--- src/hdl/scm_pkg.sv ---
// Purpose: Shared constants for the serial mode and interrupt block
// Assumes: 32-bit register port, byte addresses as printed
// Notes:   Flag positions are shared by pending and enable registers
package scm_pkg;
    // Register byte addresses
    localparam logic [31:0] SCM_PEND_ADDR = 32'h4000a808;
    localparam logic [31:0] SCM_EN_ADDR   = 32'h4000a848;
    localparam logic [31:0] SCM_TRIG_ADDR = 32'h4000a854;
    localparam logic [31:0] SCM_MODE_ADDR = 32'h4000c854;
    localparam logic [31:0] SCM_FLOW_ADDR = 32'h4000c858;

    // Flag field layout
    localparam int          SCM_NFLAG      = 15;
    localparam logic [14:0] SCM_FLAG_MASK  = 15'h7e1f;
    localparam int          SCM_BIT_PARITY = 14;
    localparam int          SCM_BIT_FRAME  = 13;
    localparam int          SCM_BIT_TXB    = 12;
    localparam int          SCM_BIT_TXA    = 11;
    localparam int          SCM_BIT_RXB    = 10;
    localparam int          SCM_BIT_RXA    = 9;
    localparam int          SCM_BIT_UNDER  = 4;
    localparam int          SCM_BIT_OVER   = 3;
    localparam int          SCM_BIT_QUIET  = 2;
    localparam int          SCM_BIT_SPACE  = 1;
    localparam int          SCM_BIT_RXBYTE = 0;

    // Trigger select and mode fields
    localparam int          SCM_TRIG_W     = 3;
    localparam int          SCM_MODE_W     = 2;
    localparam logic [1:0]  SCM_MODE_OFF   = 2'h0;
    localparam logic [1:0]  SCM_MODE_UART  = 2'h1;
    localparam logic [1:0]  SCM_MODE_SPI   = 2'h2;
    localparam int          SCM_FLOW_BIT   = 0;

    // Values after reset
    localparam logic [14:0] SCM_PEND_RST   = 15'h0000;
    localparam logic [14:0] SCM_EN_RST     = 15'h0000;
    localparam logic [2:0]  SCM_TRIG_RST   = 3'h0;
    localparam logic [1:0]  SCM_MODE_RST   = 2'h0;
    localparam logic        SCM_FLOW_RST   = 1'h0;

    typedef enum logic [2:0] {
        SCM_SEL_NONE,
        SCM_SEL_PEND,
        SCM_SEL_EN,
        SCM_SEL_TRIG,
        SCM_SEL_MODE,
        SCM_SEL_FLOW
    } scm_sel_t;

    function automatic scm_sel_t scm_decode(input logic [31:0] addr);
        scm_sel_t sel;
        sel = SCM_SEL_NONE;
        if (addr == SCM_PEND_ADDR) sel = SCM_SEL_PEND;
        if (addr == SCM_EN_ADDR)   sel = SCM_SEL_EN;
        if (addr == SCM_TRIG_ADDR) sel = SCM_SEL_TRIG;
        if (addr == SCM_MODE_ADDR) sel = SCM_SEL_MODE;
        if (addr == SCM_FLOW_ADDR) sel = SCM_SEL_FLOW;
        return sel;
    endfunction
endpackage

--- src/hdl/scm_flag_if.sv ---
// Purpose: Carries flag conditions, trigger kind and clears to the flag bank
// Assumes: One bit per flag position, unused positions ignored
// Notes:   Level select high means the condition sets the flag every cycle
`timescale 1ns/10ps
`default_nettype none
interface scm_flag_if;
    logic [14:0] cond;
    logic [14:0] level_sel;
    logic [14:0] clr;
    logic [14:0] flag;
    modport bank (input cond, input level_sel, input clr, output flag);
    modport ctrl (output cond, output level_sel, output clr, input flag);
endinterface
`default_nettype wire

--- src/hdl/scm_flag_bank.sv ---
// Purpose: Sticky pending flags with edge or level setting and write-one clear
// Assumes: Conditions synchronous to clk_sys
// Notes:   Positions outside the flag mask hold no flip-flop and read zero
`timescale 1ns/10ps
`default_nettype none
module scm_flag_bank (
    // Clock and reset
    input  wire logic   clk_sys,
    input  wire logic   sys_rst,
    // Flag carrier
    scm_flag_if.bank    fl
);
    logic [14:0] prev_ff;
    logic [14:0] set_v;

    genvar k;
    generate
        for (k = 0; k < scm_pkg::SCM_NFLAG; k++)
        begin : g_flag
            if (scm_pkg::SCM_FLAG_MASK[k])
            begin : g_used
                logic flag_ff;
                // Edge mode fires once per rise; level mode refires after a clear
                assign set_v[k] = fl.level_sel[k] ? fl.cond[k]
                                                  : (fl.cond[k] & ~prev_ff[k]);
                always_ff @(posedge clk_sys or posedge sys_rst)
                begin
                    if (sys_rst)
                        prev_ff[k] <= 1'b0;
                    else
                        prev_ff[k] <= fl.cond[k];
                end
                // Set beats a clear arriving in the same cycle
                always_ff @(posedge clk_sys or posedge sys_rst)
                begin
                    if (sys_rst)
                        flag_ff <= scm_pkg::SCM_PEND_RST[k];
                    else
                        flag_ff <= (flag_ff & ~fl.clr[k]) | set_v[k];
                end
                assign fl.flag[k] = flag_ff;
            end
            else
            begin : g_unused
                assign set_v[k]   = 1'b0;
                assign prev_ff[k] = 1'b0;
                assign fl.flag[k] = 1'b0;
            end
        end
    endgenerate

    set_wins_a: assert property (
        @(posedge clk_sys) disable iff (sys_rst)
        (set_v[0] && fl.clr[0]) |=> fl.flag[0])
        else $error("clear beat a same-cycle set");

    clear_one_a: assert property (
        @(posedge clk_sys) disable iff (sys_rst)
        (fl.clr[3] && !set_v[3]) |=> !fl.flag[3])
        else $error("write-one clear did not clear flag");

    edge_once_a: assert property (
        @(posedge clk_sys) disable iff (sys_rst)
        (!fl.level_sel[1] && fl.cond[1] && $past(fl.cond[1]) && fl.clr[1])
        |=> !fl.flag[1])
        else $error("edge flag refired on steady condition");
endmodule
`default_nettype wire

--- src/hdl/scm_serial_irq.sv ---
// Purpose: Mode select and second-level interrupt logic of the serial unit
// Assumes: Register port strobes one cycle wide, never together
// Notes:   Read data valid only in the cycle after the read strobe
//
// Contract
// Software sets mode parameters before enabling
// Software configures pins before enabling
// Software prepares DMA before writing mode
// Software picks trigger, enables, then top line
// Mode write is the final configuration step
// Two-bit mode: off, UART, SPI; resets zero
// Parity error bit 14, framing bit 13
// DMA buffer unloaded flags at bits 12..9
// Underrun bit 4, overrun bit 3
// Idle bit 2, space bit 1, data bit 0
// Enable bits gate flags onto interrupt line
// Receive-data flag edge or level by bit 0
// Transmit-space flag edge or level by bit 1
// Transmitter-idle flag edge or level by bit 2
// UART RTS/CTS only with flow control on
// Write one clears flag; set wins
// Edge sets once; level refires after clear
//
// Chosen here: the address-and-strobe port.
`timescale 1ns/10ps
`default_nettype none
module scm_serial_irq (
    // Clock and reset
    input  wire logic        clk_sys,
    input  wire logic        sys_rst,
    // Register port
    input  wire logic [31:0] reg_addr,
    input  wire logic [31:0] reg_wdata,
    input  wire logic        reg_wr,
    input  wire logic        reg_rd,
    output logic      [31:0] reg_rdata,
    // Event pulses from the serial core and DMA
    input  wire logic        parity_fault_flag,
    input  wire logic        framing_fault_flag,
    input  wire logic        tx_dma_buf_b_done,
    input  wire logic        tx_dma_buf_a_done,
    input  wire logic        rx_dma_buf_b_done,
    input  wire logic        rx_dma_buf_a_done,
    input  wire logic        tx_underrun_flag,
    input  wire logic        rx_overrun_flag,
    // Level conditions from the serial core
    input  wire logic        tx_quiet_flag,
    input  wire logic        tx_space_flag,
    input  wire logic        rx_has_byte_flag,
    // Function select outputs
    output logic             uart_enable,
    output logic             spi_enable,
    // UART hardware flow control
    input  wire logic        uart_rts_req,
    input  wire logic        uart_cts_n_in,
    output logic             uart_rts_n_out,
    output logic             uart_rts_oe,
    output logic             uart_tx_permit,
    // Interrupt to the top-level controller
    output logic             serial_irq
);
    scm_flag_if fl ();

    scm_pkg::scm_sel_t sel;
    logic        wr_pend;
    logic        wr_en;
    logic        wr_trig;
    logic        wr_mode;
    logic        wr_flow;
    logic [14:0] en_ff;
    logic [2:0]  trig_ff;
    logic [1:0]  mode_ff;
    logic        flow_ff;
    logic [31:0] rd_mux;
    logic [31:0] rdata_ff;
    logic        irq_ff;
    logic        rts_n_ff;
    logic        rts_oe_ff;
    logic        flow_on;

    assign sel     = scm_pkg::scm_decode(reg_addr);
    assign wr_pend = reg_wr && (sel == scm_pkg::SCM_SEL_PEND);
    assign wr_en   = reg_wr && (sel == scm_pkg::SCM_SEL_EN);
    assign wr_trig = reg_wr && (sel == scm_pkg::SCM_SEL_TRIG);
    assign wr_mode = reg_wr && (sel == scm_pkg::SCM_SEL_MODE);
    assign wr_flow = reg_wr && (sel == scm_pkg::SCM_SEL_FLOW);

    // Flag sources in register bit order
    assign fl.cond = {parity_fault_flag, framing_fault_flag,
                      tx_dma_buf_b_done, tx_dma_buf_a_done,
                      rx_dma_buf_b_done, rx_dma_buf_a_done,
                      4'h0,
                      tx_underrun_flag, rx_overrun_flag,
                      tx_quiet_flag, tx_space_flag,
                      rx_has_byte_flag};

    // Pulse sources are always level; the low three follow the trigger select
    assign fl.level_sel = {{(scm_pkg::SCM_NFLAG - scm_pkg::SCM_TRIG_W){1'b1}},
                           trig_ff};

    assign fl.clr = wr_pend ? (reg_wdata[14:0] & scm_pkg::SCM_FLAG_MASK)
                            : 15'h0000;

    scm_flag_bank u_bank (
        .clk_sys (clk_sys),
        .sys_rst (sys_rst),
        .fl      (fl)
    );

    always_ff @(posedge clk_sys or posedge sys_rst)
    begin
        if (sys_rst)
            en_ff <= scm_pkg::SCM_EN_RST;
        else if (wr_en)
            en_ff <= reg_wdata[14:0] & scm_pkg::SCM_FLAG_MASK;
    end

    always_ff @(posedge clk_sys or posedge sys_rst)
    begin
        if (sys_rst)
            trig_ff <= scm_pkg::SCM_TRIG_RST;
        else if (wr_trig)
            trig_ff <= reg_wdata[2:0];
    end

    // Mode is meant to be written last, after all other setup
    always_ff @(posedge clk_sys or posedge sys_rst)
    begin
        if (sys_rst)
            mode_ff <= scm_pkg::SCM_MODE_RST;
        else if (wr_mode)
            mode_ff <= reg_wdata[1:0];
    end

    always_ff @(posedge clk_sys or posedge sys_rst)
    begin
        if (sys_rst)
            flow_ff <= scm_pkg::SCM_FLOW_RST;
        else if (wr_flow)
            flow_ff <= reg_wdata[scm_pkg::SCM_FLOW_BIT];
    end

    // Code 3 is undefined and behaves as disabled
    assign uart_enable = (mode_ff == scm_pkg::SCM_MODE_UART);
    assign spi_enable  = (mode_ff == scm_pkg::SCM_MODE_SPI);

    always_comb
    begin
        rd_mux = 32'h0000_0000;
        unique case (sel)
            scm_pkg::SCM_SEL_PEND: rd_mux = {17'h0_0000, fl.flag};
            scm_pkg::SCM_SEL_EN:   rd_mux = {17'h0_0000, en_ff};
            scm_pkg::SCM_SEL_TRIG: rd_mux = {29'h0000_0000, trig_ff};
            scm_pkg::SCM_SEL_MODE: rd_mux = {30'h0000_0000, mode_ff};
            scm_pkg::SCM_SEL_FLOW: rd_mux = {31'h0000_0000, flow_ff};
            scm_pkg::SCM_SEL_NONE: rd_mux = 32'h0000_0000;
        endcase
    end

    // Data only in the cycle after the strobe, zero otherwise
    always_ff @(posedge clk_sys or posedge sys_rst)
    begin
        if (sys_rst)
            rdata_ff <= 32'h0000_0000;
        else if (reg_rd)
            rdata_ff <= rd_mux;
        else
            rdata_ff <= 32'h0000_0000;
    end
    assign reg_rdata = rdata_ff;

    // Registered so the line never glitches on a same-cycle set and clear
    always_ff @(posedge clk_sys or posedge sys_rst)
    begin
        if (sys_rst)
            irq_ff <= 1'b0;
        else
            irq_ff <= |(fl.flag & en_ff);
    end
    assign serial_irq = irq_ff;

    assign flow_on = uart_enable && flow_ff;

    // RTS idles high and undriven unless UART flow control is on
    always_ff @(posedge clk_sys or posedge sys_rst)
    begin
        if (sys_rst)
        begin
            rts_n_ff  <= 1'b1;
            rts_oe_ff <= 1'b0;
        end
        else
        begin
            rts_n_ff  <= flow_on ? ~uart_rts_req : 1'b1;
            rts_oe_ff <= flow_on;
        end
    end
    assign uart_rts_n_out = rts_n_ff;
    assign uart_rts_oe    = rts_oe_ff;

    // CTS is ignored unless flow control is on
    assign uart_tx_permit = !flow_on || !uart_cts_n_in;

    mode_write_a: assert property (
        @(posedge clk_sys) disable iff (sys_rst)
        wr_mode |=> (mode_ff == $past(reg_wdata[1:0])))
        else $error("mode field did not take written value");

    spi_select_a: assert property (
        @(posedge clk_sys) disable iff (sys_rst)
        (wr_mode && reg_wdata[1:0] == 2'h2) |=> (spi_enable && !uart_enable))
        else $error("mode 2 did not select SPI");

    parity_set_a: assert property (
        @(posedge clk_sys) disable iff (sys_rst)
        (parity_fault_flag || framing_fault_flag)
        |=> (fl.flag[14] || fl.flag[13]))
        else $error("UART error did not raise its flag");

    dma_flag_a: assert property (
        @(posedge clk_sys) disable iff (sys_rst)
        tx_dma_buf_b_done ##0 rx_dma_buf_a_done [*1] |=> (fl.flag[12] && fl.flag[9]))
        else $error("DMA unload flags not raised");

    overrun_set_a: assert property (
        @(posedge clk_sys) disable iff (sys_rst)
        rx_overrun_flag |=> fl.flag[3] ##1 (fl.flag[3] || $past(fl.clr[3])))
        else $error("overrun flag not raised or lost");

    rx_level_a: assert property (
        @(posedge clk_sys) disable iff (sys_rst)
        (trig_ff[0] && rx_has_byte_flag && wr_pend) |=> fl.flag[0])
        else $error("level receive flag not refired");

    quiet_edge_a: assert property (
        @(posedge clk_sys) disable iff (sys_rst)
        (!trig_ff[2] && $rose(tx_quiet_flag)) |=> fl.flag[2])
        else $error("idle edge did not set flag");

    irq_gate_a: assert property (
        @(posedge clk_sys) disable iff (sys_rst)
        ((fl.flag & en_ff) == 15'h0000) |=> !serial_irq)
        else $error("interrupt raised with no enabled flag");

    irq_raise_a: assert property (
        @(posedge clk_sys) disable iff (sys_rst)
        (en_ff[4] && fl.flag[4]) |=> serial_irq)
        else $error("enabled flag did not raise interrupt");

    rts_idle_a: assert property (
        @(posedge clk_sys) disable iff (sys_rst)
        !(uart_enable && flow_ff) |=> (uart_rts_n_out && !uart_rts_oe))
        else $error("RTS driven without flow control");

    read_zero_a: assert property (
        @(posedge clk_sys) disable iff (sys_rst)
        (reg_rd && sel == scm_pkg::SCM_SEL_PEND) |=> (reg_rdata[8:5] == 4'h0))
        else $error("reserved flag bits read nonzero");

    // Each source but tx_dma_buf_b_done and rx_dma_buf_a_done is watched alone at its own position so a swapped bit shows up
    parity_bit_a: assert property (
        @(posedge clk_sys) disable iff (sys_rst)
        parity_fault_flag |=> fl.flag[scm_pkg::SCM_BIT_PARITY])
        else $error("parity error flag not raised");

    frame_set_a: assert property (
        @(posedge clk_sys) disable iff (sys_rst)
        framing_fault_flag |=> fl.flag[scm_pkg::SCM_BIT_FRAME])
        else $error("framing error flag not raised");

    dma_txa_a: assert property (
        @(posedge clk_sys) disable iff (sys_rst)
        tx_dma_buf_a_done |=> fl.flag[scm_pkg::SCM_BIT_TXA])
        else $error("transmit buffer A flag not raised");

    dma_rxb_a: assert property (
        @(posedge clk_sys) disable iff (sys_rst)
        rx_dma_buf_b_done |=> fl.flag[scm_pkg::SCM_BIT_RXB])
        else $error("receive buffer B flag not raised");

    underrun_set_a: assert property (
        @(posedge clk_sys) disable iff (sys_rst)
        tx_underrun_flag |=> fl.flag[scm_pkg::SCM_BIT_UNDER])
        else $error("underrun flag not raised");

    uart_select_a: assert property (
        @(posedge clk_sys) disable iff (sys_rst)
        (wr_mode && reg_wdata[1:0] == scm_pkg::SCM_MODE_UART) |=> (uart_enable && !spi_enable))
        else $error("mode 1 did not select UART");

    mode_off_a: assert property (
        @(posedge clk_sys) disable iff (sys_rst)
        (wr_mode && (reg_wdata[1:0] != scm_pkg::SCM_MODE_UART)
                 && (reg_wdata[1:0] != scm_pkg::SCM_MODE_SPI))
        |=> (!uart_enable && !spi_enable))
        else $error("disabled mode left a function selected");

    rx_edge_a: assert property (
        @(posedge clk_sys) disable iff (sys_rst)
        (!trig_ff[0] && $rose(rx_has_byte_flag)) |=> fl.flag[scm_pkg::SCM_BIT_RXBYTE])
        else $error("receive edge did not set flag");

    space_edge_a: assert property (
        @(posedge clk_sys) disable iff (sys_rst)
        (!trig_ff[1] && $rose(tx_space_flag)) |=> fl.flag[scm_pkg::SCM_BIT_SPACE])
        else $error("space edge did not set flag");

    quiet_level_a: assert property (
        @(posedge clk_sys) disable iff (sys_rst)
        (trig_ff[2] && tx_quiet_flag) |=> fl.flag[scm_pkg::SCM_BIT_QUIET])
        else $error("idle level did not set flag");

    enable_write_a: assert property (
        @(posedge clk_sys) disable iff (sys_rst)
        wr_en |=> (en_ff == ($past(reg_wdata[14:0]) & scm_pkg::SCM_FLAG_MASK)))
        else $error("enable register did not take written value");

    rts_drive_a: assert property (
        @(posedge clk_sys) disable iff (sys_rst)
        flow_on |=> (uart_rts_oe && (uart_rts_n_out == !$past(uart_rts_req))))
        else $error("RTS not driven under flow control");

    pend_clear_a: assert property (
        @(posedge clk_sys) disable iff (sys_rst)
        (wr_pend && reg_wdata[scm_pkg::SCM_BIT_UNDER] && !tx_underrun_flag)
        |=> !fl.flag[scm_pkg::SCM_BIT_UNDER])
        else $error("underrun flag not cleared by write one");
endmodule
`default_nettype wire

--- config.mk ---
export PLATFORM = sky130hd
export DESIGN_NAME = scm_serial_irq
export DESIGN_NICKNAME = d
export VERILOG_FILES = /design/src/hdl/scm_pkg.sv /design/src/hdl/scm_flag_if.sv /design/src/hdl/scm_flag_bank.sv /design/src/hdl/scm_serial_irq.sv
export SDC_FILE = /design/constraint.sdc
export NUM_CORES = 1
export LEC_CHECK = 0
export BUFFER_PORTS_ARGS = -buffer_cell sky130_fd_sc_hd__buf_2
export CAP_MARGIN = 20
export CORE_ASPECT_RATIO = 1.75
export CORE_MARGIN = 4
export CORE_UTILIZATION = 49
export CTS_CLUSTER_DIAMETER = 80
export DETAILED_ROUTE_END_ITERATION = 6
export GPL_TIMING_DRIVEN = 0
export MAX_ROUTING_LAYER = met4
export PLACE_DENSITY = 0.95
export SYNTH_ARGS = -nofsm -noshare
export SYNTH_HDL_FRONTEND = slang
export SYNTH_SLANG_ARGS = --single-unit
--- constraint.sdc ---
create_clock -name clk_sys -period 3.6 [get_ports clk_sys]
set_input_delay 0.54 -clock clk_sys [delete_from_list [all_inputs] [get_ports clk_sys]]
set_output_delay 0.54 -clock clk_sys [all_outputs]
set_load 0.05 [all_outputs]
==> impl_results.html <==
<table>
<tr><th>Metric</th><th>Value</th></tr>
<tr><th colspan="2">Critical path</th></tr>
<tr><td>Launching element type of the critical path</td><td>input pin</td></tr>
<tr><td>Cell Chain, Critical Path</td><td>buf_2, nor4b_1, nand3_1, nor3_1, a32oi_1, nor2_1</td></tr>
<tr><td>Worst Path Buf+Inv</td><td>1</td></tr>
<tr><td>R2R cell count</td><td>4</td></tr>
<tr><td>WP depth</td><td>6</td></tr>
<tr><td>Start-to-end type of the worst setup path</td><td>input pin to flip-flop</td></tr>
<tr><td>Required @ worst endpoint</td><td>~3.8 ns</td></tr>
<tr><td>RR Endpoint</td><td>serial_irq</td></tr>
<tr><td>Standard cell with the maximum stage delay on the critical path</td><td>nor3_1</td></tr>
<tr><td>WP data arrival</td><td>between 2 and 3 ns</td></tr>
<tr><td>Reg2reg setup slack</td><td>approximately 2.3 ns</td></tr>
<tr><td>Startpoint of the lowest-slack register-to-register path</td><td>u_bank.g_flag[9].g_used.flag_ff</td></tr>
<tr><td>Beginning of the critical path</td><td>reg_addr[1]</td></tr>
<tr><td>Kind of cell with the highest combined delay on the critical path</td><td>simple AND/OR/NAND/NOR gates</td></tr>
<tr><td>Worst-path fanout max</td><td>8</td></tr>
<tr><td>Worst setup path end</td><td>reg_rdata[10]</td></tr>
<tr><td>Kind of end point of the critical path</td><td>flip-flop</td></tr>
<tr><td>CP peak stage delay</td><td>approximately 0.85 ns</td></tr>
<tr><th colspan="2">Flow run</th></tr>
<tr><td>Max_cap viols</td><td>0</td></tr>
<tr><th colspan="2">Die</th></tr>
<tr><td>Area of the core</td><td>between 4000 and 5000 µm²</td></tr>
<tr><td>Effective utilization at floorplan</td><td>0.501</td></tr>
<tr><td>Number of rows in the core area</td><td>33</td></tr>
<tr><td>Die Outline Area</td><td>between 5000 and 6000 µm²</td></tr>
<tr><td>Num ports</td><td>around 120</td></tr>
<tr><td>Height of the die</td><td>99.4 µm</td></tr>
<tr><td>Chip Width</td><td>roughly 60 µm</td></tr>
<tr><th colspan="2">Global routing</th></tr>
<tr><td>Pin count of the biggest net entering global routing</td><td>46</td></tr>
<tr><td>Total Routing Usage GR</td><td>0.201</td></tr>
<tr><td>Global route total overflow</td><td>0</td></tr>
<tr><td>Number of global-route vias before repair</td><td>roughly 2000</td></tr>
<tr><td>First-pass GRT wire length</td><td>roughly 8.8 mm</td></tr>
<tr><td>Initial antenna violation count</td><td>0</td></tr>
<tr><th colspan="2">Finish</th></tr>
<tr><td>Area occupied by registers</td><td>between 1000 and 1500 µm²</td></tr>
<tr><td>Filler Cell Count</td><td>between 300 and 400</td></tr>
<tr><td>P&amp;R area growth vs syn</td><td>26.6%</td></tr>
<tr><td>Number of nets at the end of the flow</td><td>a little under 400</td></tr>
<tr><td>Antenna cells</td><td>0</td></tr>
<tr><td>Final standard cell count with taps included and fillers excluded</td><td>about 360</td></tr>
<tr><td>Ratio of cells with drive above 1 in the final layout</td><td>0.446</td></tr>
<tr><td>Area used by multi-input combinational logic</td><td>1080 µm²</td></tr>
<tr><td>Post-layout util</td><td>0.634</td></tr>
<tr><td>Final design area excluding fillers</td><td>about 3000 µm²</td></tr>
<tr><th colspan="2">Route</th></tr>
<tr><td>Total detailed-routing wirelength</td><td>around 5.6 mm</td></tr>
<tr><td>Overall via count from detail_route</td><td>approximately 2000</td></tr>
<tr><td>Routed WL per cell</td><td>approximately 16 µm</td></tr>
<tr><td>Via-per-instance ratio</td><td>about 5.4</td></tr>
<tr><td>Initial DRT Pass Iterations</td><td>4</td></tr>
<tr><td>Number of nets still failing antenna checks after routing</td><td>0</td></tr>
<tr><td>1st-iter DRT viols</td><td>61</td></tr>
<tr><td>DRC Markers</td><td>0</td></tr>
<tr><th colspan="2">Logic synthesis</th></tr>
<tr><td>Sequential cell area fraction in the yosys report</td><td>0.482</td></tr>
<tr><td>Average cell area after synthesis</td><td>between 10 and 15 µm²</td></tr>
<tr><td>Arithmetic-cell share of the synthesized area counting full adders, half adders and majority gates</td><td>0</td></tr>
<tr><td>Compound-cell area share of the yosys netlist</td><td>0.137</td></tr>
<tr><td>Post-synthesis register bit count</td><td>45</td></tr>
<tr><td>Ys async rst share</td><td>1.00</td></tr>
<tr><td>Area fraction of the dominant cell type after synthesis</td><td>0.471</td></tr>
<tr><td>Number of warnings issued by yosys</td><td>0</td></tr>
<tr><td>Syn Std Cell Area</td><td>2340 µm²</td></tr>
<tr><td>Share of synthesized area spent on multiplexers</td><td>0.111</td></tr>
<tr><td>Simple-gate share of the synthesized area</td><td>0.180</td></tr>
<tr><td>Leading register cell type out of synthesis</td><td>dfrtp_1</td></tr>
<tr><td>Xor and xnor fraction of the mapped netlist area</td><td>0</td></tr>
<tr><td>Most instantiated cells after synthesis</td><td>dfrtp_1, nand2_1, buf_4, mux2_4, nor2_1</td></tr>
<tr><td>Number of cells produced by synthesis</td><td>about 200</td></tr>
<tr><td>Combinational family with the most area after synthesis</td><td>simple AND/OR/NAND/NOR gates</td></tr>
<tr><td>Number of enable flip-flop cells after synthesis</td><td>0</td></tr>
<tr><td>Most instantiated library cell after synthesis</td><td>dfrtp_1</td></tr>
<tr><td>Ranking of synthesized cells by area</td><td>dfrtp_1, buf_4, mux2_4</td></tr>
<tr><td>Count of unique library cells instantiated by Yosys</td><td>45</td></tr>
<tr><td>Leading area contributor after synthesis</td><td>dfrtp_1</td></tr>
<tr><th colspan="2">Timing</th></tr>
<tr><td>Post-route clock period utilization</td><td>0.651</td></tr>
<tr><td>Hold violation count in the final report</td><td>0</td></tr>
<tr><td>Clock Skew</td><td>roughly 0.0031 ns</td></tr>
<tr><td>Max-Slew Margin vs Limit</td><td>0.313</td></tr>
<tr><td># setup viols final</td><td>0</td></tr>
<tr><td>Unrepaired setup endpoints after global routing</td><td>no</td></tr>
<tr><td>Post-layout minimum cycle time</td><td>2.34 ns</td></tr>
<tr><td>Highest attainable clock frequency</td><td>about 430 MHz</td></tr>
<tr><td>Pins over their slew limit</td><td>0</td></tr>
<tr><td>Slew at the pin closest to its max-slew limit</td><td>1.02 ns</td></tr>
<tr><td>Setup tns final</td><td>0 ns</td></tr>
<tr><th colspan="2">Clock network</th></tr>
<tr><td>H-tree depth reported by CTS</td><td>2</td></tr>
<tr><td>Clk sinks</td><td>45</td></tr>
<tr><td>Number of buffers inserted during clock tree synthesis</td><td>5</td></tr>
<tr><td>Worst-path clk slew</td><td>0.08 ns</td></tr>
<tr><td>TritonCTS clock tree</td><td>built</td></tr>
<tr><td>CTS max path bufs</td><td>2</td></tr>
<tr><td>Total of hold buffers inserted after clock tree synthesis</td><td>0</td></tr>
<tr><td>Buffer cell driving the clock tree root</td><td>clkbuf_8</td></tr>
<tr><td>Number of gates given a new drive strength after cts</td><td>0</td></tr>
<tr><td>Later-pin clock latency in the skew report</td><td>about 0.3 ns</td></tr>
<tr><td>Buffer count from post-CTS setup fixing</td><td>0</td></tr>
<tr><th colspan="2">Power</th></tr>
<tr><td>Power density cells</td><td>approximately 330 nW/µm²</td></tr>
<tr><td>Worst ir drop on vdd</td><td>around 0.00030 V</td></tr>
<tr><td>Leakage Power</td><td>about 1.5 nW</td></tr>
<tr><th colspan="2">Placement</th></tr>
<tr><td>Area after DPL</td><td>roughly 2900 µm²</td></tr>
<tr><td>Routability congestion estimate</td><td>roughly 0.91</td></tr>
<tr><td>Cell Count Post-Placement</td><td>~350</td></tr>
<tr><td>Buffers on Ports</td><td>76</td></tr>
<tr><td>HPWL after DPL</td><td>~4.4 mm</td></tr>
<tr><th colspan="2">Min path</th></tr>
<tr><td>Worst hold-check path type</td><td>input pin to flip-flop</td></tr>
<tr><th colspan="2">Run status</th></tr>
<tr><td>Status</td><td>completed</td></tr>
</table>
-- kinds of logic after synthesis --
group,Yosys count
AND/OR/NAND/NOR,72
multiplexers,20
buffers and inverters,30
other,1
AO/OA/AOI/OAI,35
flip-flops,45
-- report_power, final --
group / switching, mW / leakage [nW] / internal, mW
Sequential: 0.000503 / 0.561 / 0.507
Combinational: 0.0891 / 0.916 / 0.0469
Clock: 0.168 / 0.0542 / 0.173
-- stage by stage --
step	setup slack (ns)	hold slack [ns]	total power, mW
6_report	1.26	0.357	0.984
2_1_floorplan	1.40	0.472	0.605
3_5_place_dp	0.988	0.499	0.653
5_1_grt	1.11	0.353	1.02
3_3_place_gp	1.08	0.487	0.651
4_1_cts	1.28	0.359	0.988
-- metal layers --
layer  global-route usage  up-vias  wire length (µm)
met4                0.102        0               212
met5                    -        -                 0
met2                0.347       75              3080
met1                0.206      953              1970
met3               0.0403       19               374
li1                     -      906                 -
-- sequential cells by signal, summed over array words and instances (netlist names) --
| register | cells |
|---|---|
| serial_irq | 1 |
| mode_ff | 2 |
| flow_ff | 1 |
| reg_rdata | 11 |
| uart_rts_n_out | 1 |
| en_ff | 11 |
| u_bank.prev_ff | 3 |
| u_bank.g_flag.g_used.flag_ff | 11 |
| trig_ff | 3 |
| uart_rts_oe | 1 |
-- layout make-up --
class | count | share of cell area
buffer | 24 | 0.0626
clock buffer | 7 | 0.0326
clock inverter | 1 | 0.00169
inverter | 6 | 0.00761
multi-input combinational | 148 | 0.364
sequential | 45 | 0.381
tap | 52 | 0.0220
timing repair buffer | 76 | 0.129
-- how the worst min path moves through the flow --
| stage | slack, ns | startpoint | endpoint | cells after the start |
|---|---|---|---|---|
| floorplan | 0.47 | u_bank.g_flag[4].g_used.flag_ff | u_bank.g_flag[4].g_used.flag_ff | 1 |
| global placement | 0.49 | u_bank.g_flag[4].g_used.flag_ff | u_bank.g_flag[4].g_used.flag_ff | 1 |
| detailed placement | 0.50 | u_bank.g_flag[12].g_used.flag_ff | u_bank.g_flag[12].g_used.flag_ff | 1 |
| CTS | 0.36 | tx_quiet_flag | u_bank.prev_ff[2] | 1 |
| global route | 0.35 | tx_quiet_flag | u_bank.prev_ff[2] | 1 |
| finish | 0.36 | tx_quiet_flag | u_bank.prev_ff[2] | 1 |
-- layout by cell type (no fill, tap or decap), drive strengths merged, types with 2 or more instances in the layout --
cell type and count:
a21o 8, nor2b 4, nor4b 3, nand3 2, a32oi 8, mux2 17
inv 5, clkbuf 7, a22o 4, dfrtp 44, buf 100, a22oi 4
mux2i 3, o21ai 2, o221a 2, clkinv 2, nor3 2, nor4 6
nand2 24, nor2 10, and2 2, conb 21, nand4b 2, and3 3
nand2b 3, or4b 2, nand4 4
Power figures use the tool's default switching activity.
